$ cat config.mk
export PLATFORM = sky130hd
export DESIGN_NAME = dbgss_top
export DESIGN_NICKNAME = d
export VERILOG_FILES = /design/src/hw/dbgss_pkg.sv /design/src/hw/dbgss_cmp_if.sv /design/src/hw/dbgss_top.sv /design/src/hw/dbgss_data_cmp.sv
export SDC_FILE = /design/constraint.sdc
export NUM_CORES = 1
export LEC_CHECK = 0
export BUFFER_PORTS_ARGS = -buffer_cell sky130_fd_sc_hd__buf_2
export CAP_MARGIN = 15
export CORE_AREA = 3 3 151 153
export DETAILED_ROUTE_END_ITERATION = 8
export DIE_AREA = 0 0 154 156
export PLACE_DENSITY = 0.59
export RECOVER_POWER = 25
export SLEW_MARGIN = 25
export SYNTH_ARGS = -nofsm -noshare
export SYNTH_HDL_FRONTEND = slang
export SYNTH_HIERARCHICAL = 1
export SYNTH_SLANG_ARGS = --single-unit
$ cat constraint.sdc
create_clock -name clk_sys -period 1.6 [get_ports clk_sys]
set_input_delay 0.32 -clock clk_sys [delete_from_list [all_inputs] [get_ports clk_sys]]
set_output_delay 0.32 -clock clk_sys [all_outputs]
set_load 0.03 [all_outputs]
$ cat src/hw/dbgss_pkg.sv
// Package with register selects, field positions, reset values and counts of the debug step block
package dbgss_pkg;
    // Debug register selects on the command port
    localparam logic [1:0] DBGSS_SEL_CTRL  = 2'h0;
    localparam logic [1:0] DBGSS_SEL_VALUE = 2'h1;
    localparam logic [1:0] DBGSS_SEL_MASK  = 2'h2;

    // Control and status field positions
    localparam int DBGSS_BIT_FLAG  = 26;
    localparam int DBGSS_BIT_UHALT = 10;
    localparam int DBGSS_BIT_BTBH = 9;
    localparam int DBGSS_BIT_BTBL = 8;
    localparam int DBGSS_BIT_NOPIPE = 6;
    localparam int DBGSS_BIT_IRQOFF = 5;
    localparam int DBGSS_BIT_STEP   = 4;

    // Reset values
    localparam logic        DBGSS_RST_BIT  = 1'h0;
    localparam logic [1:0]  DBGSS_RST_BTB  = 2'h0;
    localparam logic [31:0] DBGSS_RST_WORD = 32'h0;

    // Extra cycles added after each instruction in non-pipelined mode
    localparam logic [2:0] DBGSS_GAP_CYCLES = 3'h5;

    // Access size codes on the local bus
    localparam logic [1:0] DBGSS_SIZE_LONG = 2'h0;
    localparam logic [1:0] DBGSS_SIZE_BYTE = 2'h1;
    localparam logic [1:0] DBGSS_SIZE_WORD = 2'h2;

    // Branch target byte counts shown on the trace output
    localparam logic [2:0] DBGSS_TRACE_NONE  = 3'h0;
    localparam logic [2:0] DBGSS_TRACE_TWO   = 3'h2;
    localparam logic [2:0] DBGSS_TRACE_THREE = 3'h3;
    localparam logic [2:0] DBGSS_TRACE_FOUR  = 3'h4;

    typedef enum logic [1:0] {
        DBGSS_RUN,
        DBGSS_STEP,
        DBGSS_HALTED
    } dbgss_mode_e;
endpackage : dbgss_pkg

$ cat src/hw/dbgss_cmp_if.sv
// Interface between the debug block and its data comparator
`timescale 1ns/1ps
interface dbgss_cmp_if;
    logic [31:0] matchValue;
    logic [31:0] matchMask;
    logic [31:0] busData;
    logic [1:0]  busAddr;
    logic [1:0]  busSize;
    logic        hit;

    modport ctrl (output matchValue, output matchMask, output busData, output busAddr, output busSize, input hit);
    modport cmp  (input matchValue, input matchMask, input busData, input busAddr, input busSize, output hit);
endinterface : dbgss_cmp_if

$ cat src/hw/dbgss_top.sv
// Debug step control, control and status register and data breakpoint of the processor debug module
//
// How it works
// - Control bit 10 set lets user code halt; clear keeps halt supervisor only.
// - Bits 9-8 pick trace branch-target bytes: none, two, three or four.
// - Bit 6 runs non-pipelined, no folding, at least five extra cycles each.
// - A triggered PC breakpoint always halts before its instruction executes.
// - Pipelined mode may report address and data triggers after later instructions.
// - Non-pipelined mode reports data triggers before the next instruction starts.
// - Bit 5 set masks pending interrupts during single-step; clear lets them through.
// - Bit 4 set halts after every instruction; clear runs normally.
// - While step-halted all commands work; each resume runs exactly one instruction.
// - A 32-bit data value is compared with local bus data for a trigger.
// - Set mask bits exclude positions from the compare; clear bits include them.
// - Byte operands come from the lane chosen by address bits 1:0.
// - Words use D[31:16] or D[15:0] by address bit 1; longwords use all.
// - A flag shows a breakpoint halt; reset or resume clears it.
// - Breakpoint triggers only fire while the global trigger enable is set.
`timescale 1ns/1ps
module dbgss_top
    import dbgss_pkg::*;
(
    input  wire logic        clk_sys,
    input  wire logic        rst_n,
    // Debug command side
    input  wire logic        cmdWrite,
    input  wire logic        cmdRead,
    input  wire logic [1:0]  cmdSel,
    input  wire logic [31:0] cmdWdata,
    input  wire logic        cmdGo,
    output logic      [31:0] cmdRdata,
    // Trigger definition enable
    input  wire logic        triggerGlobalEnable,
    // Core pipeline side
    input  wire logic        instrStart,
    input  wire logic        instrRetire,
    input  wire logic        haltExec,
    input  wire logic        userMode,
    input  wire logic        pcBreakHit,
    // Local data bus
    input  wire logic        busValid,
    input  wire logic [1:0]  busAddr,
    input  wire logic [1:0]  busSize,
    input  wire logic [31:0] busData,
    // Controls and status toward the core
    output logic             issueOk,
    output logic             coreHalted,
    output logic             nonpipelinedSelect,
    output logic             foldDisable,
    output logic             irqIgnore,
    output logic             userHaltPermit,
    output logic             haltRefused,
    output logic      [2:0]  traceByteCount,
    output logic             dataTrigger,
    output logic             hwTriggerHaltFlag
);
    typedef struct packed {
        dbgss_mode_e mode;
        logic        stepIssued;
        logic        inFlight;
        logic [2:0]  gapCount;
        logic        halted;

        logic        userHaltPermit;
        logic [1:0]  branchTargetByteCount;
        logic        nonpipelinedSelect;
        logic        ignorePendingIrq;
        logic        singleStepSelect;

        logic [31:0] dataMatchValue;
        logic [31:0] dataMatchMask;

        logic        hwTriggerHaltFlag;
        logic        dataTrigger;
        logic        issueOk;
        logic        irqIgnore;
        logic        haltRefused;
        logic [2:0]  traceByteCount;
        logic [31:0] rdata;
    } dbgss_state_s;

    dbgss_state_s cur;
    dbgss_state_s nxt;

    dbgss_cmp_if cmpBus ();

    logic dataHit;
    logic pcHitOn;
    logic haltOk;
    logic trigHalt;

    assign cmpBus.matchValue = cur.dataMatchValue;
    assign cmpBus.matchMask  = cur.dataMatchMask;
    assign cmpBus.busData    = busData;
    assign cmpBus.busAddr    = busAddr;
    assign cmpBus.busSize    = busSize;

    dbgss_data_cmp uCmp (
        .cmpBus (cmpBus.cmp)
    );

    // Map the two-bit code to a byte count
    function automatic logic [2:0] traceBytes(input logic [1:0] code);
        case (code)
            2'h0: begin
                traceBytes = DBGSS_TRACE_NONE;
            end
            2'h1: begin
                traceBytes = DBGSS_TRACE_TWO;
            end
            2'h2: begin
                traceBytes = DBGSS_TRACE_THREE;
            end
            default: begin
                traceBytes = DBGSS_TRACE_FOUR;
            end
        endcase
    endfunction : traceBytes

    // Build the readable control and status word
    function automatic logic [31:0] ctrlImage(input dbgss_state_s s);
        logic [31:0] w;

        w                   = DBGSS_RST_WORD;
        w[DBGSS_BIT_FLAG]   = s.hwTriggerHaltFlag;
        w[DBGSS_BIT_UHALT]  = s.userHaltPermit;
        w[DBGSS_BIT_BTBH]   = s.branchTargetByteCount[1];
        w[DBGSS_BIT_BTBL]   = s.branchTargetByteCount[0];
        w[DBGSS_BIT_NOPIPE] = s.nonpipelinedSelect;
        w[DBGSS_BIT_IRQOFF] = s.ignorePendingIrq;
        w[DBGSS_BIT_STEP]   = s.singleStepSelect;
        return w;
    endfunction : ctrlImage

    always_comb begin
        nxt = cur;

        // Register writes are accepted in every mode
        if (cmdWrite) begin
            case (cmdSel)
                DBGSS_SEL_CTRL: begin
                    nxt.userHaltPermit        = cmdWdata[DBGSS_BIT_UHALT];
                    nxt.branchTargetByteCount = cmdWdata[DBGSS_BIT_BTBH:DBGSS_BIT_BTBL];
                    nxt.nonpipelinedSelect    = cmdWdata[DBGSS_BIT_NOPIPE];
                    nxt.ignorePendingIrq      = cmdWdata[DBGSS_BIT_IRQOFF];
                    nxt.singleStepSelect      = cmdWdata[DBGSS_BIT_STEP];
                end
                DBGSS_SEL_VALUE: begin
                    nxt.dataMatchValue = cmdWdata;
                end
                DBGSS_SEL_MASK: begin
                    nxt.dataMatchMask = cmdWdata;
                end
                default: begin
                end
            endcase
        end

        // Register reads, unused selects read as zero
        if (cmdRead) begin
            case (cmdSel)
                DBGSS_SEL_CTRL: begin
                    nxt.rdata = ctrlImage(cur);
                end
                DBGSS_SEL_VALUE: begin
                    nxt.rdata = cur.dataMatchValue;
                end
                DBGSS_SEL_MASK: begin
                    nxt.rdata = cur.dataMatchMask;
                end
                default: begin
                    nxt.rdata = DBGSS_RST_WORD;
                end
            endcase
        end

        // Data compare is registered; in pipelined mode later instructions may already be running
        nxt.dataTrigger = busValid && triggerGlobalEnable && dataHit;

        // Halt instruction privilege check
        nxt.haltRefused = haltExec && userMode && !cur.userHaltPermit;

        // Instruction tracking for non-pipelined operation
        if (instrStart) begin
            nxt.inFlight = 1'b1;
        end else if (instrRetire) begin
            nxt.inFlight = 1'b0;
        end
        if (instrRetire && cur.nonpipelinedSelect) begin
            nxt.gapCount = DBGSS_GAP_CYCLES;
        end else if (cur.gapCount != 3'h0) begin
            nxt.gapCount = cur.gapCount - 3'h1;
        end

        // Mode sequencing
        case (cur.mode)
            DBGSS_RUN: begin
                if (trigHalt) begin
                    nxt.mode = DBGSS_HALTED;
                end else if (haltOk) begin
                    nxt.mode = DBGSS_HALTED;
                end else if (cur.singleStepSelect && instrRetire) begin
                    nxt.mode = DBGSS_HALTED;
                end
            end
            DBGSS_STEP: begin
                if (instrStart) begin
                    nxt.stepIssued = 1'b1;
                end
                if (trigHalt || haltOk || (instrRetire && (cur.stepIssued || instrStart))) begin
                    nxt.mode = DBGSS_HALTED;
                end
            end
            DBGSS_HALTED: begin
                if (cmdGo) begin
                    nxt.stepIssued = 1'b0;
                    if (cur.singleStepSelect) begin
                        nxt.mode = DBGSS_STEP;
                    end else begin
                        nxt.mode = DBGSS_RUN;
                    end
                end
            end

            default: begin
                nxt.mode = DBGSS_HALTED;
            end
        endcase

        // Breakpoint halt flag, a trigger is ignored while halted so the resume clear wins
        if (trigHalt) begin
            nxt.hwTriggerHaltFlag = 1'b1;
        end else if (cmdGo && cur.mode == DBGSS_HALTED) begin
            nxt.hwTriggerHaltFlag = 1'b0;
        end

        // Issue permission for the next instruction
        nxt.issueOk = 1'b0;
        if (nxt.mode == DBGSS_RUN ||
            (nxt.mode == DBGSS_STEP && !nxt.stepIssued && !instrStart)) begin
            nxt.issueOk = 1'b1;
        end
        if (pcHitOn) begin
            nxt.issueOk = 1'b0;
        end
        if (nxt.nonpipelinedSelect &&
            (nxt.inFlight || instrRetire || nxt.gapCount != 3'h0)) begin
            nxt.issueOk = 1'b0;
        end

        // Registered controls toward the core and the trace unit
        nxt.irqIgnore      = nxt.singleStepSelect && nxt.ignorePendingIrq;
        nxt.traceByteCount = traceBytes(nxt.branchTargetByteCount);

        // Halted state kept in its own flop for the port
        nxt.halted         = (nxt.mode == DBGSS_HALTED);
    end

    assign dataHit  = cmpBus.hit;
    assign pcHitOn  = pcBreakHit && triggerGlobalEnable;
    assign haltOk   = haltExec && (!userMode || cur.userHaltPermit);
    assign trigHalt = (cur.mode != DBGSS_HALTED) && (cur.dataTrigger || pcHitOn);

    always_ff @(posedge clk_sys or negedge rst_n) begin
        if (!rst_n) begin
            cur.mode                  <= DBGSS_RUN;
            cur.stepIssued            <= DBGSS_RST_BIT;
            cur.inFlight              <= DBGSS_RST_BIT;
            cur.gapCount              <= 3'h0;
            cur.halted                <= DBGSS_RST_BIT;
            cur.userHaltPermit        <= DBGSS_RST_BIT;
            cur.branchTargetByteCount <= DBGSS_RST_BTB;
            cur.nonpipelinedSelect    <= DBGSS_RST_BIT;
            cur.ignorePendingIrq      <= DBGSS_RST_BIT;
            cur.singleStepSelect      <= DBGSS_RST_BIT;
            cur.dataMatchValue        <= DBGSS_RST_WORD;
            cur.dataMatchMask         <= DBGSS_RST_WORD;
            cur.hwTriggerHaltFlag     <= DBGSS_RST_BIT;
            cur.dataTrigger           <= DBGSS_RST_BIT;
            cur.issueOk               <= DBGSS_RST_BIT;
            cur.irqIgnore             <= DBGSS_RST_BIT;
            cur.haltRefused           <= DBGSS_RST_BIT;
            cur.traceByteCount        <= DBGSS_TRACE_NONE;
            cur.rdata                 <= DBGSS_RST_WORD;
        end else begin
            cur <= nxt;
        end
    end

    assign cmdRdata           = cur.rdata;
    assign issueOk            = cur.issueOk;
    assign coreHalted         = cur.halted;
    assign nonpipelinedSelect = cur.nonpipelinedSelect;
    assign foldDisable        = cur.nonpipelinedSelect;
    assign irqIgnore          = cur.irqIgnore;
    assign userHaltPermit     = cur.userHaltPermit;
    assign haltRefused        = cur.haltRefused;
    assign traceByteCount     = cur.traceByteCount;
    assign dataTrigger        = cur.dataTrigger;
    assign hwTriggerHaltFlag  = cur.hwTriggerHaltFlag;
endmodule : dbgss_top

$ cat src/hw/dbgss_data_cmp.sv
// Masked data comparator with byte-lane placement by address and size
`timescale 1ns/1ps
module dbgss_data_cmp
    import dbgss_pkg::*;
(
    dbgss_cmp_if.cmp cmpBus
);
    logic [3:0]  laneOn;
    logic [31:0] laneValue;
    logic [31:0] laneMask;
    logic [3:0]  laneOk;

    // Lane 3 is D[31:24], lane 0 is D[7:0]
    always_comb begin
        laneOn    = 4'hF;
        laneValue = cmpBus.matchValue;
        laneMask  = cmpBus.matchMask;
        case (cmpBus.busSize)
            DBGSS_SIZE_BYTE: begin
                laneOn    = 4'h8 >> cmpBus.busAddr;
                laneValue = {4{cmpBus.matchValue[7:0]}};
                laneMask  = {4{cmpBus.matchMask[7:0]}};
            end
            DBGSS_SIZE_WORD: begin
                laneOn    = cmpBus.busAddr[1] ? 4'h3 : 4'hC;
                laneValue = {2{cmpBus.matchValue[15:0]}};
                laneMask  = {2{cmpBus.matchMask[15:0]}};
            end
            default: begin
                laneOn    = 4'hF;
                laneValue = cmpBus.matchValue;
                laneMask  = cmpBus.matchMask;
            end
        endcase
    end

    genvar gi;
    generate
        for (gi = 0; gi < 4; gi++) begin : gLane
            // Set mask bits drop a position from the compare
            assign laneOk[gi] = !laneOn[gi] ||
                ((cmpBus.busData[gi*8 +: 8] ^ laneValue[gi*8 +: 8]) & ~laneMask[gi*8 +: 8]) == 8'h00;
        end
    endgenerate

    assign cmpBus.hit = &laneOk;
endmodule : dbgss_data_cmp

==> key figures, run 1 <==
Setup path
  – CP max stage delay: 0.32 ns
  – WS Path Type: input port to flop
  – CP arrival: 2.26 ns
  – Nature of the critical path endpoint: flop
  – CP required: approximately 1.9 ns
  – Crit-path max FO: 8
  – Critical path, cell by cell: buf_6, buf_6, ha_4, buf_8, buf_4, o21ai_0, o211ai_1, mux2_1, o2111ai_1, o31ai_1, and4bb_1, and3_1
  – Critical path's slowest cell: mux2_1
  – CP dominant cell by count: buf_6
  – Setup crit start kind: input port

Final layout
  – Area growth from synthesis to layout: 34.43%
  – Share of cells above drive strength 1: 42.60%
  – Final Util: about 40%
  – Final Cell Area: 8711 µm²
  – Fin nets: roughly 870
  – ANT cells: 0

Routing
  – DR pass1 iterations: 5
  – DRC: 0
  – Antenna-violating nets left: 0
  – Vias per inst: about 4.9
  – Via count: approximately 5300
  – DR iter-0 viols: between 300 and 400
  – Post-Route WL: between 20 and 25 mm
  – Wire length per cell: 19.45 µm

Floorplan
  – Full die area: 24020 µm²
  – Io pins: 126
  – Die Height: 156 µm
  – Initial Util: between 20% and 30%
  – Floorplan row count: 54
  – Core area: 21690 µm²
  – Die Wd: 154 µm

Clocking
  – Clock-pin slew on the worst setup and hold paths: 0.06 ns
  – Clock Path Buffers: 2
  – Insertion delay to the later sink of the worst-skew pair: 0.42 ns
  – CTS tree: done
  – TritonCTS Buffers: 17
  – Root buf cell: clkbuf_16
  – CTS H-Tree Depth: 4
  – Clock sinks: ~120

Placement
  – DP HPWL: 15.92 mm
  – Placed cell area: between 7000 and 8000 µm²
  – IO Port Bufs: around 130
  – Routability cong.: 0.9206

Global routing
  – Vias in the first global route: 5272
  – First-pass GRT wire length: ~31 mm
  – Gr ovfl total: 0
  – Total GRT Usage: between 10% and 20%
  – Initial antenna violation count: 2
  – Largest net degree at the start of global routing: 65

Status
  – Status: finished, violations left
  – Violated checks: setup timing

STA
  – Setup TNS: -0.3501 ns
  – Setup slack after layout: -0.3501 ns
  – Hold slack: 0.1234 ns
  – Setup Viol. Count Final: 1
  – Crit share post-route: 121.9%
  – Worst Tran Pin Value: about 0.9 ns
  – Fin crit period: between 1.5 and 2 ns
  – Max-slew headroom: 41.47%
  – Layout Skew: 0.009070 ns
  – Final Hold Fails: 0
  – Max-slew violation count: 0
  – Fmax achieved: 0.5128 GHz
  – RSZ-0062 raised after global routing: yes

Synthesis
  – Warnings from Yosys: 6
  – Synth Cell Area: approximately 6500 µm²
  – Area leader, netlist: dfrtp_1
  – Count leader, synth: dfrtp_1
  – Post-synth EDFFs: 0
  – Synthesized area per cell: roughly 11 µm²
  – Primary FF master, synth: dfrtp_1
  – Synth Net Count: 698
  – Distinct cells, synth: 47
  – Synth area leaders: dfrtp_1 (46%), mux2_2 (6.4%), mux2_1 (5.9%)
  – Asr flop ratio synth: 100.0%
  – Yosys reg bits: 118
  – Register area share after synthesis: 45.57%
  – Commonest cells post-synth: dfrtp_1 (118), a21oi_1 (51), nor2_1 (43)
  – Syn Inst Count: 605
  – Synth top area share: 45.57%

Power
  – Combinational group share of total power: 31.1%
  – Clock group share of total power: 33.4%
  – Lkg Pwr: around 4.0 nW
  – Sw Pwr: 0.003885 W
  – Seq pwr share: 35.4%
  – VDD IR max: 0.5300 mV
  – Power per cell area: 1329 nW/µm²
  – Switching Fraction: 33.55%
  – P_int: 0.007695 W

Flow run
  – # Max-Cap Violations: 0

Min path
  – Worst Hold Class: input port to flop
cell usage in the layout (no fill, tap or decap), drive strengths merged, types with 2 or more instances in the layout:
cell type / instances
nor3b: 2
a22o: 9
a22oi: 33
clkbuf: 20
bufinv: 2
nor4: 5
clkinv: 5
a31oi: 3
dfrtp: 118
nand2: 23
o21ai: 26
o211ai: 7
ha: 11
a21o: 2
and2: 4
mux2: 72
xnor2: 21
nor2: 43
o22ai: 14
nand2b: 3
and3b: 2
inv: 20
xor2: 17
a21oi: 51
clkinvlp: 2
nor2b: 7
a221oi: 17
o41ai: 2
a21boi: 2
buf: 226
or2: 2
mux2i: 8
cells by family (layout without fill, tap and decap cells):
family / count (synthesis) / in the layout / share of synthesized area [%]
simple gates: 95 / 95 / 7.202
fa+ha+maj: 11 / 11 / 2.124
compound gates: 173 / 173 / 17.63
mux: 80 / 80 / 13.81
buf+inv: 90 / 276 / 8.534
flops: 118 / 118 / 45.57
xor+xnor: 38 / 38 / 5.136
through the flow:
stage / worst slack, ns / total power [W] / instances
4_1_cts: -0.3376 / 0.01148 / 1067
3_5_place_dp: -0.9288 / 0.007470 / 1032
6_report: -0.3501 / 0.01158 / 1071
2_1_floorplan: -0.5841 / 0.006127 / 605
3_3_place_gp: -0.9691 / 0.007435 / 1032
5_1_grt: -0.4533 / 0.01218 / 1071
routing by layer:
layer	part of all wire [%]	vias to the layer above	track usage, %
met4	1.8	4	5.929
li1	-	2510	-
met5	0.10	-	0
met2	47	164	26.71
met3	6.1	26	5.160
met1	45	2591	22.63
layout make-up:
class | count | area, µm²
clock buffers | 19 | 452.9
clock inverters | 13 | 146.4
fillers | 2089 | 12980
inverters | 16 | 60.06
multi-input cells | 397 | 3164
flip-flops and latches | 118 | 2960
well taps | 280 | 350.3
repair buffers | 228 | 1577
state kept, by name, indices dropped and copies added, names as in the netlist:
register,flops
cur,11
cmdRdata,32
cmpBus.matchMask,32
coreHalted,1
irqIgnore,1
userHaltPermit,1
issueOk,1
haltRefused,1
cmpBus.matchValue,32
traceByteCount,3
dataTrigger,1
foldDisable,1
hwTriggerHaltFlag,1
power groups by stage:
stage	Sequential, W	Combinational, W	Clock [W]
5_1_grt	0.00416	0.00391	0.00411
3_3_place_gp	0.00410	0.00333	0
6_report	0.00410	0.00361	0.00387
2_1_floorplan	0.00408	0.00204	0
3_5_place_dp	0.00411	0.00336	0
4_1_cts	0.00407	0.00345	0.00396
final timing paths:
kind	depth (start not counted)	from	slack (ns)	to
worst min-delay path	2	cmdWdata[17]	0.12	cmpBus.matchMask[17]$_DFFE_PN0P_
worst max register to register	7	cmpBus.matchValue[7]$_DFFE_PN0P_	-0.35	dataTrigger$_DFF_PN0_
worst max-delay path	12	busSize[0]	-0.35	dataTrigger$_DFF_PN0_
max in group asynchronous	3	rst_n	0.19	cmpBus.matchValue[13]$_DFFE_PN0P_
min in group asynchronous	2	rst_n	0.54	traceByteCount[1]$_DFF_PN0_
worst min register to register	1	cur[114]$_DFF_PN0_	0.50	cur[114]$_DFF_PN0_
worst max-delay path, delay by kind of cell:
kind | cells | cell delay, ns
and+or+nand+nor | 2 | 0.36
muxes | 1 | 0.32
adders and majority gates | 1 | 0.16
AOI/OAI and AO/OA | 4 | 0.60
buffers and inverters | 4 | 0.50
repair_timing:
action,4_1_cts,5_1_grt
endpoints found under the setup margin,1,3
pin swaps,11,18
hold endpoints to repair,11,0
hold buffers,1,0
gates resized for setup,23,32
setup buffers,1,4
cloned,1,0
No activity file was read; power rests on OpenSTA's default activity.
==> inputs of run 2 (changes only) <==
--- a/config.mk
+++ b/config.mk
@@ -5,11 +5,11 @@
 export SDC_FILE = /design/constraint.sdc
 export NUM_CORES = 1
 export LEC_CHECK = 0
-export BUFFER_PORTS_ARGS = -buffer_cell sky130_fd_sc_hd__buf_2
+export BUFFER_PORTS_ARGS = -buffer_cell sky130_fd_sc_hd__clkbuf_2
 export CAP_MARGIN = 15
-export CORE_AREA = 3 3 151 153
+export CORE_AREA = 3 3 124 186
 export DETAILED_ROUTE_END_ITERATION = 8
-export DIE_AREA = 0 0 154 156
+export DIE_AREA = 0 0 127 189
 export PLACE_DENSITY = 0.59
 export RECOVER_POWER = 25
 export SLEW_MARGIN = 25
==> key figures, run 2 (synthesis results as in run 1) <==
Min path
  – Worst hold path depth: 2 (unchanged)
  – Worst Hold Class: input port to flop

Setup path
  – Worst-case reg-to-reg path depth: 7 (unchanged)
  – Critical path, cell by cell: clkbuf_2, inv_1, ha_4, or2_1, buf_6, buf_12, a22oi_2, xor2_1, o22ai_1, o41ai_1, and4bb_1, and3_1
  – CP max stage delay: 0.27 ns (-0.05 ns)
  – Nature of the critical path endpoint: flop
  – WS Path Type: input port to flop
  – Critical path's slowest cell: ha_4
  – CP required: 1.95 ns (+0.04 ns)
  – Setup crit start kind: input port
  – CP arrival: 2.28 ns (+0.02 ns)
  – Crit-path max FO: 11 (+3)

Final layout
  – Final Util: 39.93% (-0.24 points)
  – Most frequent cells in the layout: clkbuf_2 (126), dfrtp_1 (113), buf_4 (73)
  – Area growth from synthesis to layout: 33.31%
  – Share of cells above drive strength 1: 40.95% (-1.7 points)
  – Fillers: 2162 (+3.5%)
  – Most common cell after layout, fill and taps aside: clkbuf_2
  – Fin nets: 860 (-1.3%)

Floorplan
  – Io pins: 126 (unchanged)
  – Initial Util: 29.95% (+0.073 points)
  – Core area: 21640 µm² (-0.24%)
  – Floorplan row count: 66 (+22%)
  – Die Wd: 127 µm (-18%)
  – Die Height: 189 µm (+21%)
  – Full die area: 24000 µm² (about the same)

STA
  – Setup slack after layout: -0.3340 ns (+0.01612 ns)
  – Fmax achieved: 0.5171 GHz (+0.83%)
  – Final Hold Fails: 0 (unchanged)
  – Max-slew headroom: 52.48% (+11 points)
  – Worst Tran Pin Value: 0.7113 ns (-0.1666 ns)
  – Layout Skew: 0.008517 ns (-0.0005531 ns)
  – Fin crit period: 1.934 ns (-0.01612 ns)
  – RSZ-0062 raised after global routing: yes
  – Crit share post-route: 120.9% (-1.0 points)
  – Max-slew violation count: 0 (unchanged)
  – Setup Viol. Count Final: 1 (unchanged)

Routing
  – Antenna-violating nets left: 0 (unchanged)
  – Vias per inst: 4.942 (about the same)
  – DR pass1 iterations: 5 (unchanged)
  – Via count: 5199 (-1.8%)
  – DRC: 0 (unchanged)
  – Post-Route WL: 20.33 mm (-2.4%)
  – Wire length per cell: 19.32 µm (-0.68%)
  – DR iter-0 viols: 329 (-9.1%)

Placement
  – IO Port Bufs: 125 (unchanged)
  – Routability cong.: 0.9042 (-1.8%)
  – DP HPWL: 15.56 mm (-2.3%)

Clocking
  – CTS tree: done
  – Clock sinks: 118 (unchanged)
  – Clock-pin slew on the worst setup and hold paths: 0.06 ns (about the same)
  – Root buf cell: clkbuf_16
  – Insertion delay to the later sink of the worst-skew pair: 0.41 ns (about the same)
  – Clock Path Buffers: 2 (unchanged)
  – CTS H-Tree Depth: 4 (unchanged)
  – TritonCTS Buffers: 17 (unchanged)

Status
  – Status: finished, violations left
  – Violated checks: setup timing

Power
  – Power per cell area: 1374 nW/µm² (+3.3%)
  – Lkg Pwr: 3.934 nW (-0.63%)
  – Power Total: 0.01187 W (+2.5%)
  – VDD IR max: 0.7719 mV (+46%)

Global routing
  – Vias in the first global route: 5463 (+3.6%)
  – GR peak layer: met2
  – First-pass GRT wire length: 31.13 mm (-0.31%)
  – Gr ovfl total: 0 (unchanged)
  – Initial antenna violation count: 1 (-1)
  – GR Util met1: 20.24% (-2.4 points)
  – Largest net degree at the start of global routing: 65 (unchanged)
  – M3 GR Usage: 4.403% (-0.76 points)
  – Total GRT Usage: 17.12% (+0.031 points)
  – Met2 usage: 29.30% (+2.6 points)

Flow run
  – # Max-Cap Violations: 0 (unchanged)
## run 2: per-layer routing
metal  part of all wire (%)  vias up  wire (µm)
met2                     51      158      10390
li1                       -     2476          -
met4                    3.3        0        663
met5                      0        -          0
met1                     41     2535       8258
met3                    5.0       30       1018
## run 2: power by group
part	switching (W)	total, W	internal [W]
registers	0.000532	0.00409	0.00356
logic	0.00183	0.00352	0.00170
clock network	0.00137	0.00425	0.00288
total	0.00373	0.0119	0.00814
## run 2: layout make-up
cell class / instances / area (µm²) / share of cell area (%)
multi-input cells: 397 / 3128 / 36.21
repair buffers: 217 / 1500 / 17.37
clock inverters: 8 / 170.2 / 1.970
inverters: 16 / 60.06 / 0.6952
diodes: 1 / 2.502 / 0.02897
clock buffers: 23 / 478.0 / 5.533
flip-flops and latches: 118 / 2959 / 34.26
well taps: 272 / 340.3 / 3.940
## run 2: worst paths after layout
check	start	to	slack, ns
min in group asynchronous	rst_n	issueOk$_DFF_PN0_	0.45
min reg2reg	cmpBus.matchMask[21]$_DFFE_PN0P_	cmpBus.matchMask[21]$_DFFE_PN0P_	0.52
max	busSize[0]	dataTrigger$_DFF_PN0_	-0.33
max reg2reg	cmpBus.matchValue[2]$_DFFE_PN0P_	dataTrigger$_DFF_PN0_	-0.30
max in group asynchronous	rst_n	cmpBus.matchValue[4]$_DFFE_PN0P_	0.18
min	cmdWdata[25]	cmpBus.matchMask[25]$_DFFE_PN0P_	0.13
## run 2: worst max-delay path: cells and delay by family
family                     cells  cell delay (ns)
and+or+nand+nor                3             0.61
adders and majority gates      1             0.27
buffers and inverters          4             0.44
AOI/OAI and AO/OA              3             0.46
xor gates and xnor gates       1             0.17
## run 2: timing repair
item | CTS | global route
gates resized for setup | 21 | 19
setup buffers | 2 | 2
gates cloned | 0 | 1
pin swaps | 11 | 11
hold buffers | 1 | 0
endpoints found under the hold margin | 18 | 0
endpoints found under the setup margin | 3 | 4
## run 2: through the flow
stage          setup TNS [ns]  cell area [µm²]  cells  setup slack (ns)  hold WS (ns)
4_1_cts               -0.2818             8559   1048           -0.2818        0.1114
5_1_grt                -1.454             8638   1052           -0.4443        0.1221
2_1_floorplan         -0.5841             6506    605           -0.5841       0.02441
3_3_place_gp          -0.9266             7799   1014           -0.7962        0.2441
6_report              -0.3340             8638   1052           -0.3340        0.1320
3_5_place_dp          -0.9445             7799   1014           -0.8242        0.2489
==> inputs of run 3 (changes only) <==
--- a/config.mk
+++ b/config.mk
@@ -7,10 +7,12 @@
 export LEC_CHECK = 0
 export BUFFER_PORTS_ARGS = -buffer_cell sky130_fd_sc_hd__clkbuf_2
 export CAP_MARGIN = 15
+export CELL_PAD_IN_SITES_DETAIL_PLACEMENT = 1
+export CELL_PAD_IN_SITES_GLOBAL_PLACEMENT = 1
 export CORE_AREA = 3 3 124 186
 export DETAILED_ROUTE_END_ITERATION = 8
 export DIE_AREA = 0 0 127 189
-export PLACE_DENSITY = 0.59
+export PLACE_DENSITY = 0.7
 export RECOVER_POWER = 25
 export SLEW_MARGIN = 25
 export SYNTH_ARGS = -nofsm -noshare
==> key figures, run 3 (synthesis results as in run 1) <==
STA
  – Setup slack after layout: -0.3726 ns (-0.03860 ns)
  – Max-slew headroom: 47.16% (-5.3 points)
  – Final Hold Fails: 0 (unchanged)
  – Fin crit period: 1.973 ns (+0.03860 ns)
  – Crit share post-route: 123.3% (+2.4 points)
  – RSZ-0062 raised after global routing: yes
  – Max-slew violation count: 0 (unchanged)
  – Fmax achieved: 0.5069 GHz (-2.0%)
  – Setup Viol. Count Final: 3 (+2)
  – Worst Tran Pin Value: 0.7910 ns (+0.07963 ns)
  – Setup TNS: -0.3871 ns (-0.05312 ns)
  – Layout Skew: 0.006839 ns (-0.001678 ns)

Floorplan
  – Io pins: 126 (unchanged)
  – Initial Util: 29.95% (unchanged)
  – Die Wd: 127 µm (unchanged)
  – Core area: 21640 µm² (unchanged)
  – Floorplan row count: 66 (unchanged)
  – Die Height: 189 µm (unchanged)
  – Full die area: 24000 µm² (unchanged)

Final layout
  – Fillers: 2426 (+12%)
  – Share of cells above drive strength 1: 45.34% (+4.4 points)
  – Fin nets: 874 (+1.6%)
  – Area growth from synthesis to layout: 36.44%
  – Final Util: 40.86% (+0.94 points)
  – ANT cells: 0 (-1)
  – Most common cell after layout, fill and taps aside: clkbuf_2
  – Most frequent cells in the layout: clkbuf_2 (123), dfrtp_1 (113), buf_4 (85)

Global routing
  – Gr ovfl total: 0 (unchanged)
  – Largest net degree at the start of global routing: 65 (unchanged)
  – Total GRT Usage: 18.68% (+1.6 points)
  – Vias in the first global route: 5899 (+8.0%)
  – Initial antenna violation count: 0 (-1)
  – First-pass GRT wire length: 34.31 mm (+10%)

Setup path
  – CP arrival: 2.33 ns (+0.05 ns)
  – CP required: 1.96 ns (about the same)
  – Nature of the critical path endpoint: flop
  – WS Path Type: input port to flop
  – Setup crit start: busSize[1]
  – Setup crit start kind: input port
  – Crit-path max FO: 6 (-5)
  – Worst r2r src: cmpBus.matchValue[7]$_DFFE_PN0P_

Clocking
  – CTS tree: done
  – Root buf cell: clkbuf_16
  – Clock-pin slew on the worst setup and hold paths: 0.06 ns (about the same)
  – Clock Path Buffers: 2 (unchanged)
  – TritonCTS Buffers: 17 (unchanged)
  – Insertion delay to the later sink of the worst-skew pair: 0.42 ns (about the same)
  – Clock sinks: 118 (unchanged)
  – CTS H-Tree Depth: 4 (unchanged)

Placement
  – IO Port Bufs: 125 (unchanged)
  – DP HPWL: 16.83 mm (+8.2%)
  – Routability cong.: 0.8782 (-2.9%)

Routing
  – Antenna-violating nets left: 0 (unchanged)
  – DRC: 0 (unchanged)
  – Wire length per cell: 21.40 µm (+11%)
  – Via count: 5513 (+6.0%)
  – Post-Route WL: 22.81 mm (+12%)
  – DR pass1 iterations: 4 (-1)
  – DR iter-0 viols: 250 (-24%)
  – Vias per inst: 5.172 (+4.6%)

Power
  – Lkg Pwr: 3.995 nW (+1.5%)
  – Power per cell area: 1361 nW/µm² (-0.93%)
  – Power Total: 0.01203 W (+1.4%)
  – VDD IR max: 0.7146 mV (-7.4%)

Status
  – Violated checks: setup timing
  – Status: finished, violations left

Flow run
  – # Max-Cap Violations: 0 (unchanged)

Min path
  – Hold_sp: cmdWdata[2]
  – Worst Hold Class: input port to flop
run 3: changes by cell type in the layout (fill, tap and decap cells not counted), moves of 4 or more:
| cell | before | now |
|---|---|---|
| inv_1 | 15 | 11 |
| o21ai_0 | 23 | 18 |
| buf_4 | 73 | 85 |
| a221oi_2 | 6 | 14 |
| clkinv_4 | 0 | 5 |
| buf_6 | 2 | 6 |
| a221oi_1 | 10 | 2 |
| o21ai_1 | 3 | 7 |
run 3: path summary, 6_finish.rpt:
path	to	slack (ns)	depth (start not counted)
max in group asynchronous	cmpBus.matchValue[5]$_DFFE_PN0P_	0.18	3
worst min-delay path	cmpBus.matchMask[2]$_DFFE_PN0P_	0.12	2
worst max-delay path	dataTrigger$_DFF_PN0_	-0.37	11
worst max register to register	dataTrigger$_DFF_PN0_	-0.31	7
min in group asynchronous	cmdRdata[8]$_DFFE_PN0P_	0.51	2
worst min register to register	cur[114]$_DFF_PN0_	0.51	1
run 3: area by class of cell:
class	count	area (µm²)	share of cell area (%)
clock buffer	18	439.2	4.967
clock inverter	14	176.4	1.995
inverter	16	66.31	0.7501
multi-input combinational	398	3292	37.23
sequential	118	2959	33.47
tap	272	340.3	3.849
timing repair buffer	230	1568	17.73
run 3: repair_timing:
| item | in CTS | in global routing |
|---|---|---|
| setup buffers | 1 | 10 |
| setup endpoints to repair | 3 | 4 |
| hold buffers | 1 | 0 |
| resized for setup | 35 | 58 |
| cloned | 0 | 1 |
| endpoints found under the hold margin | 20 | 0 |
| pin swaps | 18 | 26 |
run 3: worst max-delay path: stages:
cell and delay (ns):
buf_2 0.13, ha_4 0.27, buf_12 0.15, buf_6 0.13
a221oi_2 0.24, xor2_1 0.24, a221oi_2 0.07, nor4_2 0.26
a21oi_1 0.10, and4bb_1 0.27, and3_1 0.15
run 3: stage by stage:
stage / cell area [µm²] / setup WS (ns) / hold WS, ns / cells
after global routing: 8841 / -0.4408 / 0.1234 / 1066
after floorplan: 6506 / -0.5841 / 0.02441 / 605
after detailed placement: 7841 / -0.8575 / 0.2665 / 1023
after CTS: 8630 / -0.2741 / 0.1082 / 1056
after global placement: 7841 / -0.7846 / 0.2712 / 1023
final: 8841 / -0.3726 / 0.1248 / 1066
run 3: per-layer routing:
| layer | vias up | track usage [%] | part of all wire [%] |
|---|---|---|---|
| li1 | 2509 | - | - |
| met1 | 2792 | 21.22 | 39 |
| met2 | 154 | 33.58 | 52 |
| met3 | 58 | 3.754 | 3.6 |
| met4 | 0 | 8.092 | 5.3 |
| met5 | - | 0 | 0 |
run 3: power by group:
part	switching, W	internal, W
Sequential	0.000552	0.00356
Combinational	0.00205	0.00188
Clock	0.00149	0.00250
Total	0.00409	0.00794
